## src/rtl/ep_ctl_pkg.sv

```systemverilog
// package: register map, field positions, reset values, handshake codes
//------------------------------------------------------------
// Behaviour
// - ep0 receive stall set: every OUT to endpoint 0 gets STALL.
// - SETUP to endpoint 0 is always ACKed, even when stalled.
// - SETUP or bus reset clears both endpoint 0 stall bits.
// - stall bit set by engine or by firmware writing 1.
// - firmware writing 0 to a stall bit leaves it unchanged.
// - receive bit 3 shows toggle of last received data packet.
// - ep0 receive bit 0 reads 1 when engine enabled reception.
// - firmware writes 1 to transmit bit 4 to arm ep0 transmission.
// - while ep0 transmission armed and ep0 receive stall clear, OUT to endpoint 0 gets NAK.
// - engine clears ep0 transmit bit once the packet is sent.
// - ep0 transmit stall set: IN to endpoint 0 gets STALL.
// - ep0 transmit bit 0 reads 1 when engine enabled transmission.
// - ep1 receive stall set: OUT to endpoint 1 gets STALL.
// - ep1 stall clears on clear-feature halt for ep1 or bus reset.
// - ep1 receive bit 0 is read-write; 1 enables ep1 reception.
// - reserved bits read 0 and ignore writes.
// - set-feature halt sets that endpoint's stall and flags status.
//------------------------------------------------------------
package ep_ctl_pkg;
  // register indices as printed; byte address is four times the index
  localparam logic [7:0]  EP0_RX_IDX    = 8'hAF;
  localparam logic [7:0]  EP0_TX_IDX    = 8'hB1;
  localparam logic [7:0]  EP1_RX_IDX    = 8'hB2;
  localparam logic [7:0]  HALT_STAT_IDX = 8'hB0;
  // field positions
  localparam int          ENABLE_BIT    = 0;
  localparam int          STALL_BIT     = 2;
  localparam int          TOGGLE_BIT    = 3;
  localparam int          ARM_BIT       = 4;
  localparam int          SET_HALT_BIT  = 7;
  localparam int          CLR_HALT_BIT  = 6;
  localparam logic [7:0]  CTL_RESET     = 8'h00;
  // handshake answer codes
  typedef enum logic [1:0] {
    HS_NONE  = 2'h0,
    HS_ACK   = 2'h1,
    HS_NAK   = 2'h2,
    HS_STALL = 2'h3
  } handshake_t;
  // token kinds from the engine
  typedef enum logic [1:0] {
    TOK_OUT   = 2'h0,
    TOK_IN    = 2'h1,
    TOK_SETUP = 2'h2
  } token_t;
endpackage : ep_ctl_pkg

```

## src/rtl/sticky_bit.sv

```systemverilog
// sticky set/clear bit where hardware set wins over clear
module sticky_bit (
  input  wire logic clk,
  input  wire logic rst_n,
  input  wire logic set_i,
  input  wire logic clr_i,
  output logic      q_o
);
  logic q_d;

  // set wins over clear
  always_comb begin
    q_d = q_o;
    if (clr_i) begin
      q_d = 1'b0;
    end
    if (set_i) begin
      q_d = 1'b1;
    end
  end

  always_ff @(posedge clk or negedge rst_n) begin
    if (!rst_n) begin
      q_o <= 1'b0;
    end else begin
      q_o <= q_d;
    end
  end
endmodule : sticky_bit

```

## src/rtl/usb_endpoint_control_regs.sv

```systemverilog
// endpoint 0/1 control registers with axi4-lite slave and handshake logic
module usb_endpoint_control_regs
  import ep_ctl_pkg::*;
(
  input  wire logic        clk,
  input  wire logic        rst_n,
  // axi4-lite slave
  input  wire logic [9:0]  s_axi_awaddr,
  input  wire logic        s_axi_awvalid,
  output logic             s_axi_awready,
  input  wire logic [31:0] s_axi_wdata,
  input  wire logic [3:0]  s_axi_wstrb,
  input  wire logic        s_axi_wvalid,
  output logic             s_axi_wready,
  output logic [1:0]       s_axi_bresp,
  output logic             s_axi_bvalid,
  input  wire logic        s_axi_bready,
  input  wire logic [9:0]  s_axi_araddr,
  input  wire logic        s_axi_arvalid,
  output logic             s_axi_arready,
  output logic [31:0]      s_axi_rdata,
  output logic [1:0]       s_axi_rresp,
  output logic             s_axi_rvalid,
  input  wire logic        s_axi_rready,
  // serial interface engine side
  input  wire logic        bus_reset,
  input  wire logic        tok_valid,
  input  wire logic [1:0]  tok_kind,
  input  wire logic        tok_ep1,
  input  wire logic        data_rx_valid,
  input  wire logic        data_rx_ep1,
  input  wire logic        data_rx_toggle,
  input  wire logic        ep0_rx_en,
  input  wire logic        ep0_tx_en,
  input  wire logic        ep0_tx_done,
  input  wire logic        set_halt,
  input  wire logic [1:0]  set_halt_sel,
  input  wire logic        clr_halt_ep1,
  output logic             ep0_rx_stall,
  output logic             ep0_tx_stall,
  output logic             ep0_tx_armed,
  output logic             ep1_rx_stall,
  output logic             ep1_rx_enable,
  output logic [1:0]       handshake,
  output logic             handshake_valid
);
  //------------------------------------------------------------
  // register state
  //------------------------------------------------------------
  logic       t0_q, t0_d, t1_q, t1_d, en1_q, en1_d, arm_q, arm_d;
  logic       ren0_q, ren0_d, ten0_q, ten0_d;
  logic       fw_wr, setup_in;
  logic [7:0] widx;
  logic [7:0] wbyte;
  logic       s0r, s0t, s1r, sh_q, ch_q;
  logic [1:0] hs_q, hs_d;
  logic       hsv_q, hsv_d;

  //------------------------------------------------------------
  // axi write channel
  //------------------------------------------------------------
  logic       aw_q, aw_d, w_q, w_d, bv_q, bv_d;
  logic [9:0] awa_q, awa_d;
  logic [7:0] wd_q, wd_d;
  logic       wen_q, wen_d;

  // latch address and data in either order, answer once both held
  always_comb begin
    aw_d  = aw_q;
    w_d   = w_q;
    bv_d  = bv_q;
    awa_d = awa_q;
    wd_d  = wd_q;
    wen_d = wen_q;
    if (s_axi_awvalid && !aw_q && !bv_q) begin
      aw_d  = 1'b1;
      awa_d = s_axi_awaddr;
    end
    if (s_axi_wvalid && !w_q && !bv_q) begin
      w_d   = 1'b1;
      wd_d  = s_axi_wdata[7:0];
      wen_d = s_axi_wstrb[0];
    end
    if (aw_q && w_q) begin
      aw_d = 1'b0;
      w_d  = 1'b0;
      bv_d = 1'b1;
    end
    if (bv_q && s_axi_bready) begin
      bv_d = 1'b0;
    end
  end

  always_ff @(posedge clk or negedge rst_n) begin
    if (!rst_n) begin
      aw_q  <= 1'b0;
      w_q   <= 1'b0;
      bv_q  <= 1'b0;
      awa_q <= 10'h000;
      wd_q  <= 8'h00;
      wen_q <= 1'b0;
    end else begin
      aw_q  <= aw_d;
      w_q   <= w_d;
      bv_q  <= bv_d;
      awa_q <= awa_d;
      wd_q  <= wd_d;
      wen_q <= wen_d;
    end
  end

  assign fw_wr         = aw_q && w_q && wen_q;
  assign widx          = awa_q[9:2];
  assign wbyte         = wd_q;
  assign s_axi_awready = !aw_q && !bv_q;
  assign s_axi_wready  = !w_q && !bv_q;
  assign s_axi_bvalid  = bv_q;
  assign s_axi_bresp   = 2'h0;

  //------------------------------------------------------------
  // axi read channel
  //------------------------------------------------------------
  logic        rv_q, rv_d;
  logic [31:0] rd_q, rd_d;
  logic [7:0]  ridx, rbyte;

  assign ridx = s_axi_araddr[9:2];

  // read mux; reserved bits and unmapped words read zero
  always_comb begin
    rbyte = 8'h00;
    unique case (ridx)
      EP0_RX_IDX: begin
        rbyte[TOGGLE_BIT] = t0_q;
        rbyte[STALL_BIT]  = s0r;
        rbyte[ENABLE_BIT] = ren0_q;
      end
      EP0_TX_IDX: begin
        rbyte[ARM_BIT]    = arm_q;
        rbyte[STALL_BIT]  = s0t;
        rbyte[ENABLE_BIT] = ten0_q;
      end
      EP1_RX_IDX: begin
        rbyte[TOGGLE_BIT] = t1_q;
        rbyte[STALL_BIT]  = s1r;
        rbyte[ENABLE_BIT] = en1_q;
      end
      HALT_STAT_IDX: begin
        rbyte[SET_HALT_BIT] = sh_q;
        rbyte[CLR_HALT_BIT] = ch_q;
      end
      default: rbyte = 8'h00;
    endcase
    rv_d = rv_q;
    rd_d = rd_q;
    if (rv_q && s_axi_rready) begin
      rv_d = 1'b0;
    end
    if (s_axi_arvalid && !rv_q) begin
      rv_d = 1'b1;
      rd_d = {24'h000000, rbyte};
    end
  end

  always_ff @(posedge clk or negedge rst_n) begin
    if (!rst_n) begin
      rv_q <= 1'b0;
      rd_q <= 32'h00000000;
    end else begin
      rv_q <= rv_d;
      rd_q <= rd_d;
    end
  end

  assign s_axi_arready = !rv_q;
  assign s_axi_rvalid  = rv_q;
  assign s_axi_rdata   = rd_q;
  assign s_axi_rresp   = 2'h0;

  //------------------------------------------------------------
  // stall bits
  //------------------------------------------------------------
  logic fw_s0r, fw_s0t, fw_s1r, hw_s0r, hw_s0t, hw_s1r;

  assign setup_in = tok_valid && (tok_kind == TOK_SETUP) && !tok_ep1;
  // only a written 1 sets; a written 0 is ignored
  assign fw_s0r = fw_wr && (widx == EP0_RX_IDX) && wbyte[STALL_BIT];
  assign fw_s0t = fw_wr && (widx == EP0_TX_IDX) && wbyte[STALL_BIT];
  assign fw_s1r = fw_wr && (widx == EP1_RX_IDX) && wbyte[STALL_BIT];
  assign hw_s0r = set_halt && (set_halt_sel == 2'h0);
  assign hw_s0t = set_halt && (set_halt_sel == 2'h1);
  assign hw_s1r = set_halt && (set_halt_sel == 2'h2);

  sticky_bit u_s0r (
    .clk   (clk),
    .rst_n (rst_n),
    .set_i (fw_s0r || hw_s0r),
    .clr_i (setup_in || bus_reset),
    .q_o   (s0r)
  );
  sticky_bit u_s0t (
    .clk   (clk),
    .rst_n (rst_n),
    .set_i (fw_s0t || hw_s0t),
    .clr_i (setup_in || bus_reset),
    .q_o   (s0t)
  );
  sticky_bit u_s1r (
    .clk   (clk),
    .rst_n (rst_n),
    .set_i (fw_s1r || hw_s1r),
    .clr_i (clr_halt_ep1 || bus_reset),
    .q_o   (s1r)
  );
  // halt event flags, cleared by writing 1
  sticky_bit u_sh (
    .clk   (clk),
    .rst_n (rst_n),
    .set_i (set_halt),
    .clr_i (fw_wr && (widx == HALT_STAT_IDX) && wbyte[SET_HALT_BIT]),
    .q_o   (sh_q)
  );
  sticky_bit u_ch (
    .clk   (clk),
    .rst_n (rst_n),
    .set_i (clr_halt_ep1),
    .clr_i (fw_wr && (widx == HALT_STAT_IDX) && wbyte[CLR_HALT_BIT]),
    .q_o   (ch_q)
  );

  //------------------------------------------------------------
  // toggle, enables, arm, handshake answer
  //------------------------------------------------------------
  always_comb begin
    t0_d   = t0_q;
    t1_d   = t1_q;
    en1_d  = en1_q;
    arm_d  = arm_q;
    ren0_d = ep0_rx_en;
    ten0_d = ep0_tx_en;
    if (data_rx_valid && !data_rx_ep1) begin
      t0_d = data_rx_toggle;
    end
    if (data_rx_valid && data_rx_ep1) begin
      t1_d = data_rx_toggle;
    end
    if (fw_wr && (widx == EP1_RX_IDX)) begin
      en1_d = wbyte[ENABLE_BIT];
    end
    if (ep0_tx_done || bus_reset) begin
      arm_d = 1'b0;
    end
    if (fw_wr && (widx == EP0_TX_IDX) && wbyte[ARM_BIT]) begin
      arm_d = 1'b1;
    end
    hsv_d = tok_valid;
    hs_d  = HS_NONE;
    if (tok_valid) begin
      hs_d = HS_ACK;
      unique case (tok_kind)
        TOK_SETUP: hs_d = HS_ACK;
        TOK_OUT: begin
          if (tok_ep1) begin
            if (s1r) hs_d = HS_STALL;
          end else if (s0r) begin
            hs_d = HS_STALL;
          end else if (arm_q) begin
            hs_d = HS_NAK;
          end
        end
        TOK_IN: begin
          if (!tok_ep1 && s0t) hs_d = HS_STALL;
        end
        default: hs_d = HS_NONE;
      endcase
    end
  end

  // all control state zero after reset
  always_ff @(posedge clk or negedge rst_n) begin
    if (!rst_n) begin
      t0_q   <= CTL_RESET[TOGGLE_BIT];
      t1_q   <= CTL_RESET[TOGGLE_BIT];
      en1_q  <= CTL_RESET[ENABLE_BIT];
      arm_q  <= CTL_RESET[ARM_BIT];
      ren0_q <= 1'b0;
      ten0_q <= 1'b0;
      hs_q   <= HS_NONE;
      hsv_q  <= 1'b0;
    end else begin
      t0_q   <= t0_d;
      t1_q   <= t1_d;
      en1_q  <= en1_d;
      arm_q  <= arm_d;
      ren0_q <= ren0_d;
      ten0_q <= ten0_d;
      hs_q   <= hs_d;
      hsv_q  <= hsv_d;
    end
  end

  assign ep0_rx_stall    = s0r;
  assign ep0_tx_stall    = s0t;
  assign ep0_tx_armed    = arm_q;
  assign ep1_rx_stall    = s1r;
  assign ep1_rx_enable   = en1_q;
  assign handshake       = hs_q;
  assign handshake_valid = hsv_q;
endmodule : usb_endpoint_control_regs

```

## config.mk

```make
export PLATFORM = sky130hd
export DESIGN_NAME = usb_endpoint_control_regs
export DESIGN_NICKNAME = d
export VERILOG_FILES = /design/src/rtl/ep_ctl_pkg.sv /design/src/rtl/sticky_bit.sv /design/src/rtl/usb_endpoint_control_regs.sv
export SDC_FILE = /design/constraint.sdc
export NUM_CORES = 1
export LEC_CHECK = 0
export BUFFER_PORTS_ARGS = -buffer_cell sky130_fd_sc_hd__buf_4
export CAP_MARGIN = 20
export CORE_UTILIZATION = 42
export DETAILED_ROUTE_END_ITERATION = 8
export PLACE_DENSITY = 0.82
export SETUP_SLACK_MARGIN = 0.5
export SLEW_MARGIN = 20
export SYNTH_ARGS = -nofsm -noshare
export SYNTH_HDL_FRONTEND = slang
export SYNTH_SLANG_ARGS = --single-unit
```

## constraint.sdc

```tcl
create_clock -name clk -period 1.9 [get_ports clk]
set_input_delay 0.38 -clock clk [delete_from_list [all_inputs] [get_ports clk]]
set_output_delay 0.38 -clock clk [all_outputs]
set_load 0.03 [all_outputs]
```

==> results.cfg <==
[drt]
wl_per_cell_um = 12.4
via_count = 1408
wl_um = 3650
antenna_left = 0
vias_per_cell = 4.77
dr.first_iter.drc_count = 31
first_pass_iters = 4
drcViolationCount = 0

[cts]
root_buffer = clkbuf_8
cts_tree = built
clk_pin_slew_ps = 70
holdBufCountCts = 0
clk_latency_ps = 280
cts_sinks = 38
htreeDepth = 2
cts_buffers = 5
clockBufferDepth = 2

[critical_path]
r2r-end = u_ch.q_o$_DFFE_PN0P_
startpoint_type = register
end_kind = register
required_ps = 2070
rr_startpoint = awa_q[5]$_DFFE_PN0P_
critPathKind = register to register
r2r_cells = 5
regToRegSetupSlack_ps = 380
arrival_ps = 1690
crit_fanout = 3

[sta]
tns_ps = 0
rsz0062_at_grt = true
hold_viol_final = 0
period_minus_slack_ps = 1520
maxSlewViolCount = 0
fin_hold_ws_ps = 56.3
finClkSkew_ps = 2.91
max_freq_mhz = 658
post-route-period-util = 0.800
setup_viol = 0

[grt]
overflow = 0
grt_pass1_wl_um = 6220
grt_max_degree = 39
antenna_found_initial = 0
grt_usage = 0.164
grt_pass1_vias = 1426

[logic_synthesis]
ys.flop_type = dfrtp_1
ys_types = 39
async_flop_share = 1.00
postSynthCellCount = 176
yosys_warnings = 0
ys_seq_elements = 38
synth_area_um2 = 1910
seq_area_frac_synth = 0.498
synth_edf_count = 0
synth_area_per_cell_um2 = 10.8

[cells_and_area]
nNetsFinal = 320
antennaDiodeCount = 0
stdcell_count = 295
final_common_cell = buf_4
syn_to_final_growth_pct = 30.9
drive_above_1_share = 0.412
n_fill_cell = 397
final_cell_mix = buf_4 (63), dfrtp_1 (36), conb_1 (30)

[floorplan]
num_rows = 24
die_y_um = 69.4
fp.dieArea_um2 = 4820
start_util = 0.438
pin_count = 127
coreArea_um2 = 4350
die_x_um = 69.4

[status]
status = finished clean

[power]
power_uw = 2700
powerDensity_nw_per_um2 = 1080
cellLeakagePower_uw = 0.00119
vdd_drop_max_uv = 847

[placement]
io_buffer_count = 62
routabilityCongestion = 0.737
place_hpwl_um = 2850
dp_cells = 284

[flow_run]
drv_cap = 0

[worst_hold_path]
hp-class = input port to asynchronous set/reset pin
state kept, by name (all words and copies together), names as in the netlist, 2 cells and up:
name,cells
s_axi_rdata,6
wbyte,5
awa_q,8
handshake,2
metrics by stage:
stage / instance area, um^2 / setup slack [ps] / utilization
6_report: 2500 / 380 / 0.574
5_1_grt: 2500 / 303 / 0.574
4_1_cts: 2480 / 327 / 0.569
3_5_place_dp: 2340 / 300 / 0.538
3_3_place_gp: 2340 / 337 / 0.538
2_1_floorplan: 2070 / 419 / -
cell usage after synthesis, types with 2 or more instances:
library cell  count  area share
nand2_1          18       0.035
buf_4            30        0.12
buf_2             2      0.0052
nand4bb_1         2       0.012
nor4_1            2      0.0066
and2_1            2      0.0066
nand3b_1          6       0.024
nor3_1            2      0.0052
nand3_1           2      0.0052
o21ai_0          10       0.026
mux2_2           15       0.089
a22oi_1           3       0.012
o21bai_1          2      0.0079
nor2_1            7       0.014
nand4b_1          2      0.0092
dfrtp_1          38        0.50
inv_1             5      0.0098
a21oi_1           3      0.0079
clkbuf_1          3      0.0059
a21o_1            3       0.012
routing by layer:
| metal | up-vias | share of wire | GRT usage |
|---|---|---|---|
| met1 | 659 | 0.42 | 0.190 |
| met2 | 66 | 0.51 | 0.291 |
| met3 | 2 | 0.073 | 0.0552 |
| met5 | - | 0 | 0 |
| li1 | 681 | - | - |
| met4 | 0 | 0.0038 | 0.0340 |
power breakdown:
group,leakage [uW],internal [uW],switching (uW)
sequential,0.000465,1020,177
clock,0.0000575,366,262
combinational,0.000669,458,420
cell type report:
type,instances,area [um^2],share of cell area
inverters,5,18.8,0.00752
multi-input cells,127,855,0.342
well taps,52,65.1,0.0261
clock buffers,8,110,0.0441
flip-flops and latches,38,953,0.382
repair buffers,65,495,0.198
how the worst max path moves through the flow:
| stage | slack (ps) | cells past startpoint | endpoint | startpoint |
|---|---|---|---|---|
| after global routing | 300 | 5 | u_ch.q_o$_DFFE_PN0P_ | awa_q[4]$_DFFE_PN0P_ |
| after global placement | 340 | 4 | ep1_rx_enable$_DFFE_PN0P_ | awa_q[5]$_DFFE_PN0P_ |
| after detailed placement | 300 | 4 | ep1_rx_enable$_DFFE_PN0P_ | awa_q[5]$_DFFE_PN0P_ |
| final | 380 | 5 | u_ch.q_o$_DFFE_PN0P_ | awa_q[5]$_DFFE_PN0P_ |
| after floorplan | 420 | 4 | wbyte[0]$_DFFE_PN0P_ | s_axi_bvalid$_DFFE_PN0P_ |
| after CTS | 330 | 4 | u_s0t.q_o$_DFFE_PN0P_ | awa_q[8]$_DFFE_PN0P_ |
worst max-delay path, stage by stage, from the launching register on:
cell	delay [ps]
dfrtp_1	380
or3b_4	420
nor4_4	180
buf_4	170
nand3b_1	80
a21o_1	180
kinds of logic (layout without fill, tap and decap cells):
kind of cell,Yosys count,in the layout,share of synthesized area
and+or+nand+nor,53,53,0.167
buffers and inverters,40,78,0.139
DFF,38,38,0.498
AOI/OAI and AO/OA,26,26,0.0872
muxes,17,17,0.102
other,1,30,0.00197
xor gates and xnor gates,1,1,0.00459
what timing repair did:
item | 4_1_cts | 5_1_grt
resized for setup | 3 | 3
pin swaps | 2 | 2
setup endpoints to repair | 14 | 11
endpoints found under the hold margin | 0 | 0
cloned | 0 | 0
buffers inserted | 2 | 1
(Power assumes the default switching activity.)
